### src/verilog/sbd_defines.svh
// Purpose: encodings and cycle figures for the string/bit/transfer cost decoder
// Assumes: figures are core clocks and data bus cycles of the core
// Notes:   per-iteration figures are added once per iteration performed
`ifndef SBD_DEFINES_SVH
`define SBD_DEFINES_SVH
// lead bytes
`define SBD_PFX_REP    8'hF3
`define SBD_PFX_REPNE  8'hF2
`define SBD_ESC        8'h0F
// string opcodes, width bit dropped
`define SBD_OP_CMPS    7'h53
`define SBD_OP_INS     7'h36
`define SBD_OP_LODS    7'h56
`define SBD_OP_MOVS    7'h52
`define SBD_OP_OUTS    7'h37
`define SBD_OP_SCAS    7'h57
`define SBD_OP_STOS    7'h55
// bit opcodes after escape
`define SBD_OP_FSCAN   8'hBC
`define SBD_OP_RSCAN   8'hBD
`define SBD_OP_TGRP    8'hBA
`define SBD_OP_TST_R   8'hA3
`define SBD_OP_CLR_R   8'hB3
`define SBD_OP_SET_R   8'hAB
`define SBD_OP_CPL_R   8'hBB
`define SBD_FLD_TST    3'h4
`define SBD_FLD_SET    3'h5
`define SBD_FLD_CLR    3'h6
`define SBD_FLD_CPL    3'h7
// transfer opcodes and group fields
`define SBD_OP_CALLN   8'hE8
`define SBD_OP_CALLF   8'h9A
`define SBD_OP_GRP5    8'hFF
`define SBD_OP_JMPS    8'hEB
`define SBD_OP_JMPN    8'hE9
`define SBD_OP_JMPF    8'hEA
`define SBD_FLD_CALLN  3'h2
`define SBD_FLD_CALLF  3'h3
`define SBD_FLD_JMPN   3'h4
`define SBD_FLD_JMPF   3'h5
// clock figures
`define SBD_T_5        8'h05
`define SBD_T_7        8'h07
`define SBD_T_27       8'h1B
`define SBD_T_6        8'h06
`define SBD_T_26       8'h1A
`define SBD_T_10       8'h0A
`define SBD_T_3        8'h03
`define SBD_T_8        8'h08
`define SBD_T_12       8'h0C
`define SBD_T_13       8'h0D
`define SBD_T_9        8'h09
`define SBD_T_14       8'h0E
`define SBD_T_42       8'h2A
`define SBD_T_64       8'h40
`define SBD_T_98       8'h62
`define SBD_T_106      8'h6A
`define SBD_T_46       8'h2E
`define SBD_T_68       8'h44
`define SBD_T_102      8'h66
`define SBD_T_110      8'h6E
`define SBD_T_37       8'h25
`define SBD_T_53       8'h35
`define SBD_T_59       8'h3B
// per-unit figures
`define SBD_P_PARM_CLK 8'h08
`define SBD_P_PARM_DAT 8'h04
`endif

### src/verilog/sbd_pkg.sv
// Purpose: types shared by the cost decoder and its bench
// Assumes: one core clock
// Notes:   request and result travel as packed structs
package sbd_pkg;
  typedef enum logic [1:0] {SBD_GRP_NONE, SBD_GRP_STRING, SBD_GRP_BIT,
                            SBD_GRP_XFER} sbd_group_type;
  typedef enum logic [1:0] {SBD_GATE_NONE, SBD_GATE_SAME,
                            SBD_GATE_DIFF} sbd_gate_type;
  typedef struct packed {
    logic [7:0]   lead;  // prefix, escape or transfer opcode
    logic [7:0]   op;    // byte after prefix or escape
    logic [2:0]   fld;   // reg field of the mod r/m byte
    logic         mem;   // operand in memory
    sbd_gate_type gate;  // far transfer through a gate
    logic [4:0]   parm;  // gate parameter count x
    logic [7:0]   comp;  // components at the target, m
    logic         slow;  // port string, long overhead form
  } sbd_req_type;
  typedef struct packed {
    logic          ok;
    sbd_group_type grp;
    logic          rep;
    logic          scan;
    logic          halt_eq;
    logic          bits;
    logic          per_x;
    logic          add_m;
    logic [7:0]    bclk;
    logic [3:0]    pclk;
    logic [7:0]    bdat;
    logic [3:0]    pdat;
  } sbd_cost_type;
  typedef struct packed {
    logic          ok;
    sbd_group_type grp;
    logic [31:0]   clocks;
    logic [31:0]   data;
  } sbd_res_type;
endpackage

### src/verilog/sbd_cost_decoder.sv
// Purpose: decode string, bit and transfer opcodes and account their cost
// Assumes: request fields come from fetch logic on clk_i, no synchroniser
// Notes:   repeated strings run down the count, one iteration per clock
//
// Contract
// - f2 then compare opcode: 5 clocks plus 9 and 2 data per iteration
// - port input string: 7 or 27 plus 6 per iteration, 1 data each
// - load string: 5 plus 6 per iteration, 1 data each
// - move string: 7 plus 4 per iteration, 2 data each
// - port output string: 6 or 26 plus 5 per iteration, 1 data each
// - scan with f3 stops on mismatch, f2 on match; 5 plus 8 each
// - store string: 5 plus 5 per iteration, 1 data each
// - forward and reverse bit scan: 10 plus 3 per bit examined
// - plain bit test: 3 register, 6 or 12 memory
// - test-and-clear: 6 register, 8 or 13 memory
// - test-and-set timed as test-and-clear
// - test-and-complement: 6 register, 8 or 13 memory, up to 2 data
// - near direct call: 9 plus m, 2 data
// - near indirect call: 9+m register, 12+m memory, 2 or 3 data
// - far direct call: 42 plus m, 9 data
// - far call via gate: 64, 98 or 106+8x plus m, 13+4x data
// - far indirect call: 46+m, 10 data; gates 68, 102, 110+8x
// - short and near direct jump: 7 plus m
// - near indirect jump: 9+m or 14+m, 2 or 4 data
// - far direct jump: 37+m, 5 data; same-level gate 53+m, 9 data
// - far indirect jump: 37+m, 9 data; same-level gate 59+m, 13
// - iterations come from 16 or 32 bit count, decremented each one
`timescale 1ns/1ns
`include "sbd_defines.svh"

module sbd_cost_decoder (
  // clock and reset
  input  wire logic                clk_i,
  input  wire logic                arst_n_i,
  // request from fetch
  input  wire logic                req_valid_i,
  input  wire sbd_pkg::sbd_req_type req_i,
  output logic                     ready_o,
  // string count and bit scan length
  input  wire logic [31:0]         count_i,
  input  wire logic                count_wide_i,
  input  wire logic [5:0]          bits_i,
  // compare outcome of the current iteration
  input  wire logic                match_i,
  // iteration progress
  output logic                     iter_o,
  output logic [31:0]              count_o,
  // result
  output logic                     done_o,
  output sbd_pkg::sbd_res_type     res_o
);

  typedef enum logic [1:0] {SBD_IDLE, SBD_RUN, SBD_REPORT} sbd_state_type;

  sbd_state_type        state;
  sbd_pkg::sbd_cost_type cost;
  sbd_pkg::sbd_cost_type next_cost;
  logic [31:0]          cnt;
  logic [31:0]          next_cnt;
  logic                 accept;
  logic                 stop;
  logic [31:0]          base_clk;
  logic [31:0]          base_dat;

  // build one cost entry
  function automatic sbd_pkg::sbd_cost_type mk(input sbd_pkg::sbd_group_type g,
                                               input logic [7:0] bc,
                                               input logic [3:0] pc,
                                               input logic [7:0] bd,
                                               input logic [3:0] pd);
    sbd_pkg::sbd_cost_type c;
    c      = '0;
    c.ok   = 1'b1;
    c.grp  = g;
    c.bclk = bc;
    c.pclk = pc;
    c.bdat = bd;
    c.pdat = pd;
    return c;
  endfunction

  // string opcodes behind a repeat prefix
  function automatic sbd_pkg::sbd_cost_type dec_str(input sbd_pkg::sbd_req_type r);
    sbd_pkg::sbd_cost_type c;
    logic                  ne;
    c  = '0;
    ne = (r.lead == `SBD_PFX_REPNE);
    case (r.op[7:1])
      `SBD_OP_CMPS: if (ne) c = mk(sbd_pkg::SBD_GRP_STRING, `SBD_T_5, 4'h9, 8'h00, 4'h2);
      `SBD_OP_INS:  if (!ne) c = mk(sbd_pkg::SBD_GRP_STRING, r.slow ? `SBD_T_27 : `SBD_T_7,
                                    4'h6, 8'h00, 4'h1);
      `SBD_OP_LODS: if (!ne) c = mk(sbd_pkg::SBD_GRP_STRING, `SBD_T_5, 4'h6, 8'h00, 4'h1);
      `SBD_OP_MOVS: if (!ne) c = mk(sbd_pkg::SBD_GRP_STRING, `SBD_T_7, 4'h4, 8'h00, 4'h2);
      `SBD_OP_OUTS: if (!ne) c = mk(sbd_pkg::SBD_GRP_STRING, r.slow ? `SBD_T_26 : `SBD_T_6,
                                    4'h5, 8'h00, 4'h1);
      `SBD_OP_SCAS: c = mk(sbd_pkg::SBD_GRP_STRING, `SBD_T_5, 4'h8, 8'h00, 4'h1);
      `SBD_OP_STOS: if (!ne) c = mk(sbd_pkg::SBD_GRP_STRING, `SBD_T_5, 4'h5, 8'h00, 4'h1);
      default:      c = '0;
    endcase
    // compare and scan may end early on the compare outcome
    c.rep     = c.ok;
    c.scan    = c.ok && (r.op[7:1] == `SBD_OP_CMPS || r.op[7:1] == `SBD_OP_SCAS);
    c.halt_eq = ne;
    return c;
  endfunction

  // bit opcodes behind the escape byte
  function automatic sbd_pkg::sbd_cost_type dec_bit(input sbd_pkg::sbd_req_type r);
    sbd_pkg::sbd_cost_type c;
    c = '0;
    case (r.op)
      `SBD_OP_FSCAN, `SBD_OP_RSCAN: begin
        c      = mk(sbd_pkg::SBD_GRP_BIT, `SBD_T_10, 4'h3, 8'h00, 4'h2);
        c.bits = 1'b1;
      end
      `SBD_OP_TST_R: c = mk(sbd_pkg::SBD_GRP_BIT, r.mem ? `SBD_T_12 : `SBD_T_3,
                           4'h0, {7'h00, r.mem}, 4'h0);
      `SBD_OP_CLR_R, `SBD_OP_SET_R, `SBD_OP_CPL_R:
        c = mk(sbd_pkg::SBD_GRP_BIT, r.mem ? `SBD_T_13 : `SBD_T_6,
               4'h0, r.mem ? 8'h02 : 8'h00, 4'h0);
      `SBD_OP_TGRP: begin
        if (r.fld == `SBD_FLD_TST)
          c = mk(sbd_pkg::SBD_GRP_BIT, r.mem ? `SBD_T_6 : `SBD_T_3,
                 4'h0, {7'h00, r.mem}, 4'h0);
        else if (r.fld == `SBD_FLD_CLR || r.fld == `SBD_FLD_SET || r.fld == `SBD_FLD_CPL)
          c = mk(sbd_pkg::SBD_GRP_BIT, r.mem ? `SBD_T_8 : `SBD_T_6,
                 4'h0, r.mem ? 8'h02 : 8'h00, 4'h0);
      end
      default: c = '0;
    endcase
    return c;
  endfunction

  // far transfer entry, gate kind picks the figures
  function automatic sbd_pkg::sbd_cost_type far(input sbd_pkg::sbd_req_type r,
                                                input logic [7:0] t0, input logic [7:0] d0,
                                                input logic [7:0] t1, input logic [7:0] d1,
                                                input logic [7:0] t2, input logic [7:0] t3,
                                                input logic       dif);
    sbd_pkg::sbd_cost_type c;
    c = '0;
    unique case (r.gate)
      sbd_pkg::SBD_GATE_NONE: c = mk(sbd_pkg::SBD_GRP_XFER, t0, 4'h0, d0, 4'h0);
      sbd_pkg::SBD_GATE_SAME: c = mk(sbd_pkg::SBD_GRP_XFER, t1, 4'h0, d1, 4'h0);
      default: begin
        // different level exists for calls only; zero parameters is its own figure
        if (dif) begin
          c       = mk(sbd_pkg::SBD_GRP_XFER, (r.parm == 5'h00) ? t2 : t3, 4'h0, d1, 4'h0);
          c.per_x = 1'b1;
        end
      end
    endcase
    c.add_m = c.ok;
    return c;
  endfunction

  // transfers, keyed on the first byte
  function automatic sbd_pkg::sbd_cost_type dec_xfer(input sbd_pkg::sbd_req_type r);
    sbd_pkg::sbd_cost_type c;
    c = '0;
    case (r.lead)
      `SBD_OP_CALLN: c = mk(sbd_pkg::SBD_GRP_XFER, `SBD_T_9, 4'h0, 8'h02, 4'h0);
      `SBD_OP_CALLF: c = far(r, `SBD_T_42, 8'h09, `SBD_T_64, 8'h0D,
                             `SBD_T_98, `SBD_T_106, 1'b1);
      `SBD_OP_JMPS, `SBD_OP_JMPN:
        c = mk(sbd_pkg::SBD_GRP_XFER, `SBD_T_7, 4'h0, 8'h00, 4'h0);
      `SBD_OP_JMPF: c = far(r, `SBD_T_37, 8'h05, `SBD_T_53, 8'h09,
                            8'h00, 8'h00, 1'b0);
      `SBD_OP_GRP5: begin
        case (r.fld)
          `SBD_FLD_CALLN: c = mk(sbd_pkg::SBD_GRP_XFER, r.mem ? `SBD_T_12 : `SBD_T_9,
                                 4'h0, r.mem ? 8'h03 : 8'h02, 4'h0);
          `SBD_FLD_CALLF: c = far(r, `SBD_T_46, 8'h0A, `SBD_T_68, 8'h0E,
                                  `SBD_T_102, `SBD_T_110, 1'b1);
          `SBD_FLD_JMPN:  c = mk(sbd_pkg::SBD_GRP_XFER, r.mem ? `SBD_T_14 : `SBD_T_9,
                                 4'h0, r.mem ? 8'h04 : 8'h02, 4'h0);
          `SBD_FLD_JMPF:  c = far(r, `SBD_T_37, 8'h09, `SBD_T_59, 8'h0D,
                                  8'h00, 8'h00, 1'b0);
          default:        c = '0;
        endcase
      end
      default: c = '0;
    endcase
    c.add_m = c.ok;
    return c;
  endfunction

  // pick the decoder by the lead byte
  always_comb begin
    if (req_i.lead == `SBD_PFX_REP || req_i.lead == `SBD_PFX_REPNE)
      next_cost = dec_str(req_i);
    else if (req_i.lead == `SBD_ESC)
      next_cost = dec_bit(req_i);
    else
      next_cost = dec_xfer(req_i);
  end

  // fixed part of the total: base, m, 8 per gate parameter, 3 per bit examined
  always_comb begin
    base_clk = {24'h000000, next_cost.bclk}
             + (next_cost.add_m ? {24'h000000, req_i.comp} : 32'h00000000)
             + (next_cost.per_x ? 32'({27'h0, req_i.parm} * `SBD_P_PARM_CLK)
                                : 32'h00000000)
             + (next_cost.bits ? 32'({26'h0, bits_i} * next_cost.pclk)
                               : 32'h00000000);
    base_dat = {24'h000000, next_cost.bdat}
             + (next_cost.per_x ? 32'({27'h0, req_i.parm} * `SBD_P_PARM_DAT)
                                : 32'h00000000)
             + (next_cost.bits ? 32'({26'h0, bits_i} * next_cost.pdat)
                               : 32'h00000000);
  end

  // 16-bit form ignores the upper count half
  assign next_cnt = count_wide_i ? count_i : {16'h0000, count_i[15:0]};
  assign accept   = req_valid_i && (state == SBD_IDLE);
  assign ready_o  = (state == SBD_IDLE);
  assign iter_o   = (state == SBD_RUN);
  assign done_o   = (state == SBD_REPORT);
  assign count_o  = cnt;
  // scan and compare end on the iteration whose outcome meets the halt sense
  assign stop     = cost.scan && (match_i == cost.halt_eq);

  // sequencer; an empty count reports the base figure alone
  always_ff @(posedge clk_i or negedge arst_n_i) begin
    if (!arst_n_i) begin
      state <= SBD_IDLE;
    end else begin
      unique case (state)
        SBD_IDLE: if (req_valid_i) begin
          if (next_cost.rep && next_cnt != 32'h00000000)
            state <= SBD_RUN;
          else
            state <= SBD_REPORT;
        end
        SBD_RUN: if (cnt == 32'h00000001 || stop) state <= SBD_REPORT;
        SBD_REPORT: state <= SBD_IDLE;
      endcase
    end
  end

  // latched cost entry and the running count
  always_ff @(posedge clk_i or negedge arst_n_i) begin
    if (!arst_n_i) begin
      cost <= '0;
      cnt  <= 32'h00000000;
    end else if (accept) begin
      cost <= next_cost;
      cnt  <= next_cnt;
    end else if (iter_o) begin
      cnt  <= cnt - 32'h00000001;
    end
  end

  // result totals; each iteration adds its per-iteration figures
  always_ff @(posedge clk_i or negedge arst_n_i) begin
    if (!arst_n_i) begin
      res_o <= '0;
    end else if (accept) begin
      res_o.ok     <= next_cost.ok;
      res_o.grp    <= next_cost.grp;
      res_o.clocks <= base_clk;
      res_o.data   <= base_dat;
    end else if (iter_o) begin
      res_o.clocks <= res_o.clocks + {28'h0000000, cost.pclk};
      res_o.data   <= res_o.data + {28'h0000000, cost.pdat};
    end
  end

  // checks
  AST_COUNT_DOWN: assert property (@(posedge clk_i) disable iff (!arst_n_i)
    iter_o |=> count_o == $past(count_o) - 32'h00000001 || done_o)
    else $error("count not decremented per iteration");

  AST_MOVS_STEP: assert property (@(posedge clk_i) disable iff (!arst_n_i)
    iter_o && cost.rep && cost.pclk == 4'h4 |=>
      res_o.clocks == $past(res_o.clocks) + 32'h00000004
      && res_o.data == $past(res_o.data) + 32'h00000002)
    else $error("move iteration cost wrong");

  AST_CMPS_BASE: assert property (@(posedge clk_i) disable iff (!arst_n_i)
    accept && req_i.lead == 8'hF2 && req_i.op[7:1] == 7'h53 |=>
      res_o.clocks == 32'h00000005 && res_o.ok)
    else $error("repne compare base wrong");

  AST_SCAN_HALT: assert property (@(posedge clk_i) disable iff (!arst_n_i)
    iter_o && cost.scan && match_i == cost.halt_eq |=> done_o ##1 ready_o)
    else $error("scan did not stop on its outcome");

  AST_BITSCAN: assert property (@(posedge clk_i) disable iff (!arst_n_i)
    accept && req_i.lead == 8'h0F && req_i.op == 8'hBC |=>
      done_o && res_o.clocks == 32'h0000000A + 32'h3 * $past(bits_i))
    else $error("bit scan total wrong");

  AST_BT_REG: assert property (@(posedge clk_i) disable iff (!arst_n_i)
    accept && req_i.lead == 8'h0F && req_i.op == 8'hA3 |=>
      res_o.clocks == ($past(req_i.mem) ? 32'h0000000C : 32'h00000003))
    else $error("bit test total wrong");

  AST_FARCALL: assert property (@(posedge clk_i) disable iff (!arst_n_i)
    accept && req_i.lead == 8'h9A && req_i.gate == sbd_pkg::SBD_GATE_NONE |=>
      res_o.clocks == 32'h2A + $past(req_i.comp) && res_o.data == 32'h9)
    else $error("far call total wrong");

  AST_GATE_PARM: assert property (@(posedge clk_i) disable iff (!arst_n_i)
    accept && req_i.lead == 8'h9A && req_i.gate == sbd_pkg::SBD_GATE_DIFF
      && req_i.parm != 5'h00 |=>
      res_o.clocks == 32'h6A + 32'h8 * $past(req_i.parm) + $past(req_i.comp)
      && res_o.data == 32'hD + 32'h4 * $past(req_i.parm))
    else $error("gate call with parameters wrong");

  AST_SHORT_JMP: assert property (@(posedge clk_i) disable iff (!arst_n_i)
    accept && req_i.lead == 8'hEB |=>
      done_o && res_o.clocks == 32'h7 + $past(req_i.comp))
    else $error("short jump total wrong");

  // an empty count must not enter the iteration loop
  AST_ZERO_CNT: assert property (@(posedge clk_i) disable iff (!arst_n_i)
    accept && next_cost.rep && next_cnt == 32'h00000000 |=> done_o && !iter_o)
    else $error("empty count ran an iteration");

  // result strobe lasts one cycle and frees the decoder
  AST_DONE_PULSE: assert property (@(posedge clk_i) disable iff (!arst_n_i)
    done_o |=> !done_o && ready_o)
    else $error("result strobe not a single cycle");

  AST_INS_BASE: assert property (@(posedge clk_i) disable iff (!arst_n_i)
    accept && req_i.lead == `SBD_PFX_REP && req_i.op[7:1] == `SBD_OP_INS |=>
      res_o.clocks == ($past(req_i.slow) ? 32'd27 : 32'd7) && res_o.data == 32'h0)
    else $error("port input base wrong");

  AST_OUTS_BASE: assert property (@(posedge clk_i) disable iff (!arst_n_i)
    accept && req_i.lead == `SBD_PFX_REP && req_i.op[7:1] == `SBD_OP_OUTS |=>
      res_o.clocks == ($past(req_i.slow) ? 32'd26 : 32'd6) && res_o.data == 32'h0)
    else $error("port output base wrong");

  AST_NEAR_CALL: assert property (@(posedge clk_i) disable iff (!arst_n_i)
    accept && req_i.lead == `SBD_OP_CALLN |=>
      res_o.clocks == 32'd9 + $past(req_i.comp) && res_o.data == 32'h2)
    else $error("near call total wrong");

  AST_FAR_JMP: assert property (@(posedge clk_i) disable iff (!arst_n_i)
    accept && req_i.lead == `SBD_OP_JMPF && req_i.gate == sbd_pkg::SBD_GATE_NONE |=>
      res_o.clocks == 32'd37 + $past(req_i.comp) && res_o.data == 32'h5)
    else $error("far jump total wrong");

  AST_CPL_IMM: assert property (@(posedge clk_i) disable iff (!arst_n_i)
    accept && req_i.lead == `SBD_ESC && req_i.op == `SBD_OP_TGRP
      && req_i.fld == `SBD_FLD_CPL |=>
      res_o.clocks == ($past(req_i.mem) ? 32'd8 : 32'd6))
    else $error("complement immediate total wrong");

endmodule // sbd_cost_decoder

### config.mk
export PLATFORM = sky130hd
export DESIGN_NAME = sbd_cost_decoder
export DESIGN_NICKNAME = d
export VERILOG_FILES = /design/src/verilog/sbd_pkg.sv /design/src/verilog/sbd_cost_decoder.sv
export VERILOG_INCLUDE_DIRS = /design/src /design/src/verilog
export SDC_FILE = /design/constraint.sdc
export NUM_CORES = 1
export LEC_CHECK = 0
export BUFFER_PORTS_ARGS = -buffer_cell sky130_fd_sc_hd__buf_2
export CAP_MARGIN = 20
export CORE_MARGIN = 2
export CORE_UTILIZATION = 40
export DETAILED_ROUTE_END_ITERATION = 8
export SYNTH_ARGS = -nofsm -noshare
export SYNTH_HDL_FRONTEND = slang
export SYNTH_SLANG_ARGS = --single-unit
### constraint.sdc
create_clock -name clk_i -period 2.63 [get_ports clk_i]
set_input_delay 0 -clock clk_i [delete_from_list [all_inputs] [get_ports clk_i]]
set_output_delay 0 -clock clk_i [all_outputs]
set_load 0.02 [all_outputs]
Word level (Yosys, flattened, before mapping):

Cells that the tools add are included.

* bitwise operators: 0
* eq/ne operators: 36
* div/mod/pow operators: 0
* add/sub/neg operators: 8
* shift-type cells: 0
* mux-type cells: 46
* multipliers: 2
* magnitude comparators: 0
* reductions and logical operators: 18

Operators by type and width (number)
* $mux W33: 11
* $pmux W33 S4: 2
* $pmux W33 S7: 1
* $pmux W33 S5: 1
* $pmux W33 S2: 2
* $mux W64: 2
* $eq A8 B8 Y1 const B: 15
* $pmux W26 S2: 2
* $mux W32: 3
* $add A32 B4 Y32: 2
* $eq A7 B7 Y1 const B: 5
* $eq A32 B1 Y1 const B: 1
* $reduce_bool A32 Y1: 1
* $sub A32 B1 Y32 const B: 1
* $mul A6 B4 Y10: 2
* $mux W10: 2
* $mux W4: 5
* $mux W8: 2
* $eq A7 B6 Y1 const B: 2
* $eq A3 B3 Y1 const B: 4
* $mux W3: 4
* $add A10 B10 Y11: 1
* $add A9 B10 Y11: 1
* $add A9 B8 Y10: 1
* 22 further kinds: 37

* memories: 0
* latch bits: 0
* bits in read-only memories: 0
* bits in writable memories: 0
* logic and storage cells: 120
* input port bits: 79
* flip-flop bits (word level): 111

Logic depth before layout (Yosys ltp):

Gate-level depths: netlist of the first run.

* word-level depth: 13
* gate-level depth with buffers: 24
* depth with buffers taken out: 24

Worst setup path after synthesis of the first run:

No wires, ideal clock.

* kind: input to register
* from: input port req_i[26] (netlist bit)
* to: register res_o[42] (netlist bit)
* cell stages on the path: 23
* setup slack: -2.716 ns
* path buffers: 0
* arrival time: 5.210 ns
* cell sequence: and4bb_2 -> nand3_1 -> a21oi_1 -> nand2_1 -> o21ai_0 -> nand2_1 -> fa_1 -> fa_1 -> inv_1 -> ha_1 -> a21o_1 -> a21oi_1 -> o21ai_0 -> nor2_1 -> xor2_1 -> nor2_1 -> fa_1 -> ha_1 -> ha_1 -> a211oi_1 -> o21bai_1 -> a211oi_1 -> a21oi_1

* longest elaborated chain between the ends: 10

Ends and longest elaborated chain
* start, declared: RTL line sbd_cost_decoder.sv:37 `input wire sbd_pkg::sbd_req_type req_i,`
* $eq A8 B8 Y1: RTL line sbd_cost_decoder.sv:111 `case (r.op)`
* $reduce_or A3 Y1 or $reduce_or A2 Y1 (tied branches): RTL line sbd_cost_decoder.sv:111
* $pmux W33 S4: RTL line sbd_cost_decoder.sv:111
* $mux W33: RTL line sbd_cost_decoder.sv:192 `` else if (req_i.lead == `SBD_ESC) ``
* $mux W33 (*): RTL line sbd_cost_decoder.sv:190 `` if (req_i.lead == `SBD_PFX_REP || req_i.lead == `SBD_PFX_REPNE) ``
* $mux W8: RTL line sbd_cost_decoder.sv:201 `+ (next_cost.add_m ? {24'h000000, req_i.comp} : 32'h00000000)`
* $add A8 B8 Y9: RTL line sbd_cost_decoder.sv:201
* $add A9 B8 Y10: RTL line sbd_cost_decoder.sv:200 `base_clk = {24'h000000, next_cost.bclk}`
* $add A10 B10 Y11 (*): RTL line sbd_cost_decoder.sv:200
* $mux W64 (*): RTL line sbd_cost_decoder.sv:258 `end else if (accept) begin`
* end, declared: RTL line sbd_cost_decoder.sv:50 `output sbd_pkg::sbd_res_type res_o`

Mark *: on every way between the ends. The rest lies on a longest branch, timed or not. The select of a mux whose other input is x is not followed.
A chain may end at the register's enable or synchronous reset.

Final worst setup path of the first run:

Ends and elaborated chain as after synthesis.

==> impl_metrics.ini, run 1 <==
[clock_tree]
clk_latency_ns = 0.35
clock_sinks = 109
cts.clk_slew.worst_paths_ns = 0.07
cts_buffers = 9
cts_tree = built
cts_buffer_depth = 2
ctsRootBufferMaster = clkbuf_16
cts.htree.levels = 3

[timing]
fmax_mhz = 219
worstMarginPinSlew_ns = 0.623
finalHoldViolCount = 0
drv_slew = 0
setup_violations = 16
clock_skew_ns = 0.0102
holdWs_ns = 0.0589
max_slew_margin = 0.580
timing.final.crit_share = 1.73
grt_setup_unrepaired = yes
min_period_ns = 4.56
fin_ws_ns = -1.93

[global_route]
grt_max_degree = 87
antenna_found_initial = 0
grt_pass1_wl_um = 43200
overflow = 0
grt_pass1_vias = 8642
grt_usage = 0.223

[route]
drt_pre_antenna_iters = 5
vias = 8868
drc = 0
wl_um = 26100
drt-initial-drc-count = 503
vias_per_cell = 5.18
ant_nets = 0
wl_per_cell_um = 15.2

[power_and_ir_drop]
p_total_mw = 5.92
ir_drop_v = 0.000393
leakagePower_nw = 5.96
power_per_cell_area_nw_per_um2 = 473

[die]
pin_count = 181
die-width_um = 153
num_rows = 54
die-area_sq_um = 23300
core_sq_um = 21800
die_h_um = 153
start_util = 0.406

[logic_synthesis]
syn-cell-area_sq_um = 8830
seq_area_frac_synth = 0.309
synth.distinct_cells = 62
yosysWarnings = 0
async_flop_share = 1.00
synth_nets = 1223
synth_top_area_frac = 0.309
syn_inst = 1058
yosys_register_bits = 109
yosys.area.top_type = dfrtp_1
yosysMostFrequentCell = nor2_1
synth_area_per_cell_sq_um = 8.34
ys_top_cells_by_area = dfrtp_1 31%, ha_1 8.4%, fa_1 6.1%
ys.flop_type = dfrtp_1
synth_common_cells = 116 x nor2_1, 112 x nand2_1, 109 x dfrtp_1
synth_edf_count = 0

[min_path]
hold_path_class = input pin to flip-flop
whs_path_depth = 3

[setup_path]
start_kind = input pin
path_class = input pin to flip-flop
worstPathArrival_ns = 4.76
cp.required_ns = 2.83
setup.worst_path.start = req_i[26]
r2r_cells = 6
r2r_start = count_o[7]
r2r_end = state[1]
cp-endpoint = res_o[42]
ff2ff_setup_slack_ns = 0.10
worst_setup_path_end_kind = flip-flop
crit_fanout = 5

[run]
maxCapViolations = 0

[finish]
final_cells = 1711
area_delta_synth_final_pct = 41.9
antenna_cells = 0
num-nets-final = 1592
final_layout_size_suffix_gt1_frac = 0.329

[placement]
dp_slack_ns = -2.34
place_inst = 1652
port_buffers = 180
hpwl_um = 19800
gp_congestion = 0.857

[status]
violations = negative setup slack
status = finished, violations left
logic make-up (layout without fill, tap and decap cells):
| logic type | count (synthesis) | count (layout) | synth area share |
|---|---|---|---|
| other | 1 | 1 | 0.000425 |
| adders and majority gates | 87 | 87 | 0.146 |
| muxes | 13 | 13 | 0.0155 |
| and+or+nand+nor | 456 | 456 | 0.259 |
| buffers and inverters | 98 | 471 | 0.0417 |
| AOI/OAI and AO/OA | 195 | 195 | 0.130 |
| xor gates and xnor gates | 99 | 99 | 0.0982 |
| DFF | 109 | 109 | 0.309 |
routing by layer:
layer / part of all wire / global-route usage
met4: 0.024 / 0.0631
met5: 0 / 0
met2: 0.46 / 0.363
met1: 0.47 / 0.315
met3: 0.040 / 0.0267
sequential cells by signal (all words and copies together) (netlist names):
signal / cells
count_o: 32
cost: 8
res_o: 67
state: 2
critical path, cell delays in order:
cell	delay, ns
buf_8	0.10
and4bb_2	0.32
nand3_2	0.10
a21oi_4	0.24
nand2_4	0.10
o21ai_4	0.16
nand2_1	0.09
fa_1	0.45
fa_1	0.52
inv_1	0.05
ha_1	0.27
a21o_1	0.19
a21oi_2	0.16
buf_4	0.13
xor2_1	0.12
nor2_1	0.08
fa_1	0.59
ha_4	0.22
a21o_1	0.18
a211oi_2	0.26
o21bai_1	0.13
a211oi_2	0.22
a21oi_1	0.06
where the power goes:
| part | switching, mW | internal [mW] |
|---|---|---|
| clock network | 0.632 | 0.740 |
| registers | 0.378 | 1.97 |
| logic | 1.32 | 0.877 |
worst min-delay path by stage:
stage | end | from | slack, ns
after floorplan | cost[0] | arst_n_i | -0.30
after detailed placement | count_o[8] | arst_n_i | 0.04
after global routing | count_o[19] | count_wide_i | 0.07
final | count_o[19] | count_wide_i | 0.06
after global placement | count_o[8] | arst_n_i | 0.04
after CTS | state[0] | req_valid_i | 0.05
layout by cell type, fill, tap and decap left out, drive strengths merged, types with 10 or more instances in the layout:
cell type,instances
buf,359
nor2,116
nand2,112
dfrtp,109
o21ai,87
inv,66
ha,59
xnor2,55
a21oi,50
nand3,48
xor2,44
dlygate4sd3,33
nor3,33
nor4,29
fa,27
and2,23
nand4,20
and3,14
nor2b,13
a21o,12
or3,12
clkbuf,10
metrics by stage:
| stage | TNS, ns | util | area, sq um |
|---|---|---|---|
| after global placement | -26.56 | 0.525 | 11400 |
| final | -20.14 | 0.576 | 12500 |
| after detailed placement | -27.18 | 0.525 | 11400 |
| after global routing | -22.78 | 0.576 | 12500 |
| after CTS | -20.17 | 0.568 | 12400 |
| after floorplan | -20.30 | - | 9010 |
final cells by class:
class	instances	area (sq um)
clock buffer	10	229
clock inverter	5	60.1
fill	1973	9230
inverter	64	243
multi-input combinational	851	6220
sequential	109	2730
tap	280	350
timing repair buffer	392	2690
what timing repair did:
item | in CTS | in global routing
pin swaps | 40 | 27
resized for setup | 68 | 32
endpoints found under the hold margin | 73 | 0
hold buffers | 33 | 0
endpoints found under the setup margin | 16 | 24
gates cloned | 0 | 0
setup buffers | 9 | 2
No activity file was read; power rests on OpenSTA's default activity.
==> run 2: changes to the inputs <==
BUFFER_PORTS_ARGS = -buffer_cell sky130_fd_sc_hd__buf_4   (was -buffer_cell sky130_fd_sc_hd__buf_2)
CELL_PAD_IN_SITES_DETAIL_PLACEMENT = 1   (was default)
CELL_PAD_IN_SITES_GLOBAL_PLACEMENT = 2   (was default)
CORE_UTILIZATION = 33   (was 40)
PLACE_DENSITY_LB_ADDON = 0.1   (was default)
==> run 2 against run 1 <==
Highest routed layer unchanged; die area up 21%; largest cell class unchanged; count of clock-buffer cells in the layout is 1 lower; worst hold slack worse by 0.035 ns; utilization down 5.9 points; critical path type unchanged; global-route usage fell by 0.087 points; the run ends with design-rule violations, negative setup slack left; clock skew up 0.0031 ns; sequential share of layout area shrank 1.6 points.
==> impl_metrics.ini, run 2 (same netlist as run 1, synthesis figures left out) <==
[die]
die-area_sq_um = 28100
num_rows = 59
die_h_um = 168
core_sq_um = 26100
start_util = 0.338
die-width_um = 168
pin_count = 181

[route]
vias = 9179
ant_nets = 0
drt_pre_antenna_iters = 6
drc = 15
wl_per_cell_um = 17.7
drt-initial-drc-count = 334
vias_per_cell = 5.12
wl_um = 31700

[min_path]
whs_path_depth = 3
hold_end = count_o[28]
worstHoldStart = count_wide_i
hold_path_class = input pin to flip-flop

[timing]
min_period_ns = 4.54
max_slew_margin = 0.418
worstMarginPinSlew_ns = 0.872
finalSetupTns_ns = -20.16
finalHoldViolCount = 0
drv_slew = 0
clock_skew_ns = 0.0133
setup_violations = 16
grt_setup_unrepaired = yes
fmax_mhz = 220
timing.final.crit_share = 1.73
fin_ws_ns = -1.91

[finish]
area_delta_synth_final_pct = 53.2
largest_register_ffs = 67
num-nets-final = 1617
mostFrequentLayoutCells = 345 x buf_4, 109 x dfrtp_1, 105 x nor2_1, 104 x nand2_1, 70 x o21ai_0
layout_commonest_cell = buf_4
regMostFlops = res_o
fin_util = 0.517
antenna_cells = 0
fillerInstances = 3059
final_layout_size_suffix_gt1_frac = 0.352

[setup_path]
crit_path_top_delay_cell = fa_1
cp_common_cell = fa_1
slowest_delay_ns = 0.56
worstPathCellList = buf_8 > and4bb_2 > buf_4 > and2_4 > nand2_2 > a21oi_4 > nand2_2 > fa_1 > fa_1 > buf_4 > fa_2 > nor2b_1 > nor3_2 > fa_1 > ha_4 > a21o_1 > a21o_1 > a211oi_4 > o21bai_2 > a211oi_2 > a21oi_1
worstPathArrival_ns = 4.79
path_class = input pin to flip-flop
worst_setup_path_end_kind = flip-flop
r2r_end = state[0]
r2r_cells = 6
start_kind = input pin
ff2ff_setup_slack_ns = 0.10
r2r_start = count_o[8]
critical_path.top_delay_family = adder cells
cp_num_buf_inv = 3
crit_fanout = 5
cp.required_ns = 2.88

[clock_tree]
cts_tree = built
cts.clk_slew.worst_paths_ns = 0.08
cts_buffers = 9
clock_sinks = 109
cts.htree.levels = 3
clk_latency_ns = 0.37
cts_buffer_depth = 2
ctsRootBufferMaster = clkbuf_16

[run]
maxCapViolations = 0

[placement]
dp_slack_ns = -2.51
hpwl_um = 24200
gp_congestion = 0.845
port_buffers = 180

[global_route]
antenna_found_initial = 0
grt_usage = 0.222
grt_pass1_wl_um = 50300
overflow = 0
grt_max_degree = 80
grt_pass1_vias = 9598

[status]
status = finished, violations left
violations = design-rule violations, negative setup slack

[power_and_ir_drop]
leakagePower_nw = 6.20
power_per_cell_area_nw_per_um2 = 471
ir_drop_v = 0.000335
[run 2: changes by cell type in the layout (fill, tap and decap cells not counted), sizes merged]
cell / previous run / this run
buf: 359 / 377
inv: 66 / 67
dlygate4sd3: 33 / 40
clkinv: 1 / 3
clkbuf: 10 / 9
clkinvlp: 1 / 0
[run 2: what timing repair did]
action / 4_1_cts / 5_1_grt
gates cloned: 0 / 0
pin swaps: 53 / 41
gates resized for setup: 71 / 65
setup endpoints to repair: 16 / 30
setup buffers: 22 / 15
hold buffers: 40 / 0
endpoints found under the hold margin: 90 / 0
[run 2: cell type report]
class                   count  area, sq um  share of cell area
repair buffers            417         3410               0.252
flip-flops and latches    109         2730               0.202
well taps                 335          419              0.0310
inverters                  64          243              0.0180
clock inverters             7          103             0.00759
multi-input cells         851         6390               0.473
clock buffers               9          225              0.0167
[run 2: worst max path at each step]
stage | endpoint | cells after the start | slack (ns) | startpoint
after detailed placement | res_o[41] | 23 | -2.51 | req_i[23]
final | res_o[42] | 21 | -1.91 | req_i[26]
after global routing | res_o[40] | 22 | -2.06 | req_i[26]
after CTS | res_o[40] | 25 | -1.96 | req_i[26]
after floorplan | res_o[42] | 23 | -2.04 | req_i[24]
after global placement | res_o[41] | 24 | -2.36 | req_i[33]
[run 2: routing by layer]
metal / wire, um / vias to the layer above / global-route usage
li1: - / 4457 / -
met2: 16100 / 174 / 0.396
met5: 0 / - / 0
met1: 13700 / 4502 / 0.280
met3: 1100 / 46 / 0.0284
met4: 826 / 0 / 0.0688
[run 2: where the power goes]
group | internal, mW | switching, mW | leakage, nW | total, mW
Combinational | 1.11 | 1.40 | 4.59 | 2.51
Sequential | 1.97 | 0.363 | 1.46 | 2.33
Clock | 0.776 | 0.749 | 0.160 | 1.53
Total | 3.86 | 2.51 | 6.20 | 6.37
[run 2: worst min-delay path: stages]
cell and delay, ns:
buf_4 0.18, nand3_1 0.09, o21ai_0 0.08
[run 2: stage by stage]
| stage | cells | hold WS, ns | cell area, sq um | power [mW] |
|---|---|---|---|---|
| after floorplan | 1058 | -0.296 | 9010 | 3.57 |
| after global placement | 1704 | 0.182 | 11900 | 4.70 |
| after detailed placement | 1704 | 0.177 | 11900 | 4.77 |
| after CTS | 1780 | 0.00597 | 13100 | 6.39 |
| after global routing | 1792 | 0.0145 | 13500 | 6.76 |
| final | 1792 | 0.0243 | 13500 | 6.37 |
==> run 3: changes to the inputs <==
RECOVER_POWER = 25   (was default)
==> run 3 against run 2 <==
The run ends with design-rule violations, max-capacitance violations, max-slew violations, negative setup slack left; sequential share of layout area up 0.19 points; register-to-register slack barely moved; fmax is 0.32% lower; non-clock buffer count unchanged; global-route usage stayed put; routed wire length about the same; via count decreased by 0.36%; cell count unchanged; largest cell class unchanged; highest routed layer unchanged.
==> impl_metrics.ini, run 3 (same netlist as run 1, synthesis figures left out) <==
[clock_tree]
cts_buffer_depth = 2
cts.clk_slew.worst_paths_ns = 0.08
clock_sinks = 109
clk_latency_ns = 0.37
ctsRootBufferMaster = clkbuf_16
cts.htree.levels = 3
cts_buffers = 9
cts_tree = built

[power_and_ir_drop]
leakagePower_nw = 6.07
seqPwrFrac = 0.370
p_total_mw = 6.30
ir_drop_v = 0.000334
power_per_cell_area_nw_per_um2 = 471
pwr-share-clk = 0.242
p_comb_frac = 0.388
swShare = 0.398
power.switching_mw = 2.51
p_int_mw = 3.79

[finish]
regMostFlops = res_o
final_layout_size_suffix_gt1_frac = 0.329
fillerInstances = 3074
area_delta_synth_final_pct = 51.7
final_cells = 1792
antenna_cells = 0
mostFrequentLayoutCells = 311 x buf_4, 109 x dfrtp_1, 105 x nor2_1, 104 x nand2_1, 70 x o21ai_0
layout_commonest_cell = buf_4
largest_register_ffs = 67
num-nets-final = 1617

[timing]
max_slew_margin = -0.136
grt_setup_unrepaired = yes
fin_ws_ns = -1.93
setup_violations = 16
worstMarginPinSlew_ns = 1.70
clock_skew_ns = 0.0133
drv_slew = 61
timing.final.crit_share = 1.73
min_period_ns = 4.56
fmax_mhz = 219
finalHoldViolCount = 0

[die]
pin_count = 181
core_sq_um = 26100
start_util = 0.338
die-width_um = 168
die_h_um = 168
die-area_sq_um = 28100
num_rows = 59

[global_route]
grt_pass1_wl_um = 50300
grt-busiest-layer = met2
grt_max_degree = 80
grt_use_met2 = 0.396
met1_usage = 0.280
use_met3 = 0.0284
antenna_found_initial = 0
grt_pass1_vias = 9598
overflow = 0
grt_usage = 0.222

[setup_path]
worstPathCellList = buf_8 > and4bb_2 > buf_4 > and2_4 > o21ai_4 > o21ai_4 > nand2_1 > fa_1 > fa_1 > buf_4 > fa_2 > nor2b_1 > nor3_2 > fa_1 > ha_4 > a21o_1 > a21o_1 > a211oi_4 > o21bai_2 > a211oi_2 > a21oi_1
crit_fanout = 5
start_kind = input pin
critical_path.top_delay_family = adder cells
cp_common_cell = fa_1
crit_path_top_delay_cell = fa_1
worstSetupPathDepth = 21
setup.worst_path.start = req_i[26]
r2r_end = state[0]
slowest_delay_ns = 0.53
worst_setup_path_end_kind = flip-flop
ff2ff_setup_slack_ns = 0.09
worstPathArrival_ns = 4.81
r2r_cells = 6
r2r_start = count_o[8]
path_class = input pin to flip-flop
cp_num_buf_inv = 3
cp.required_ns = 2.88

[route]
drc = 15
drt-initial-drc-count = 345
wl_um = 31700
vias = 9146
ant_nets = 0
wl_per_cell_um = 17.7
vias_per_cell = 5.10
drt_pre_antenna_iters = 6

[min_path]
worstHoldStart = count_wide_i
hold_path_class = input pin to flip-flop
hold_end = count_o[21]
whs_path_depth = 3

[placement]
place_inst = 1704
hpwl_um = 24200
port_buffers = 180
gp_congestion = 0.845

[status]
status = finished, violations left
violations = design-rule violations, max-capacitance violations, max-slew violations, negative setup slack

[run]
maxCapViolations = 1
==> run 3: what timing repair did <==
| action | 4_1_cts | 5_1_grt |
|---|---|---|
| hold buffers | 40 | 0 |
| endpoints found under the hold margin | 90 | 0 |
| endpoints found under the setup margin | 16 | 30 |
| gates resized for setup | 71 | 65 |
| setup buffers | 22 | 15 |
| pin swaps | 53 | 41 |
==> run 3: area by class of cell <==
| class | count | area, sq um | area share |
|---|---|---|---|
| timing repair buffer | 417 | 3290 | 0.245 |
| clock buffer | 9 | 225 | 0.0168 |
| inverter | 64 | 243 | 0.0181 |
| tap | 335 | 419 | 0.0313 |
| sequential | 109 | 2730 | 0.204 |
| clock inverter | 7 | 103 | 0.00766 |
| multi-input combinational | 851 | 6390 | 0.477 |
==> run 3: worst reg2reg max path: cells and delay by family (launching register included) <==
family,cells,cell delay [ns]
mux,1,0.22
compound gates,1,0.29
simple gates,4,1.52
flops,1,0.42
==> run 3: power by group through the flow <==
| stage | Sequential (mW) | Clock [mW] | Combinational [mW] |
|---|---|---|---|
| finish | 2.33 | 1.52 | 2.45 |
| detailed placement | 2.37 | 0 | 2.40 |
| floorplan | 2.67 | 0 | 0.896 |
| CTS | 2.33 | 1.57 | 2.49 |
| global route | 2.39 | 1.65 | 2.65 |
| global placement | 2.35 | 0 | 2.36 |
==> run 3: per-stage QoR <==
| step | worst slack [ns] | utilization | instance area (sq um) | TNS [ns] | hold slack (ns) |
|---|---|---|---|---|---|
| 6_report | -1.93 | 0.512 | 13400 | -20.28 | 0.0185 |
| 5_1_grt | -2.06 | 0.512 | 13400 | -22.76 | 0.0145 |
| 4_1_cts | -1.96 | 0.502 | 13100 | -21.15 | 0.00597 |
| 3_5_place_dp | -2.51 | 0.457 | 11900 | -29.49 | 0.177 |
| 3_3_place_gp | -2.36 | 0.457 | 11900 | -28.24 | 0.182 |
| 2_1_floorplan | -2.04 | - | 9010 | -20.30 | -0.296 |
==> run 3: worst max-delay path by stage <==
stage / to / slack, ns
floorplan: res_o[42] / -2.04
global placement: res_o[41] / -2.36
detailed placement: res_o[41] / -2.51
CTS: res_o[40] / -1.96
global route: res_o[40] / -2.06
finish: res_o[42] / -1.93
==> run 3: per-layer routing <==
layer,up-vias,part of all wire
li1,4461,-
met1,4494,0.43
met2,151,0.51
met3,40,0.033
met4,0,0.026
met5,-,0
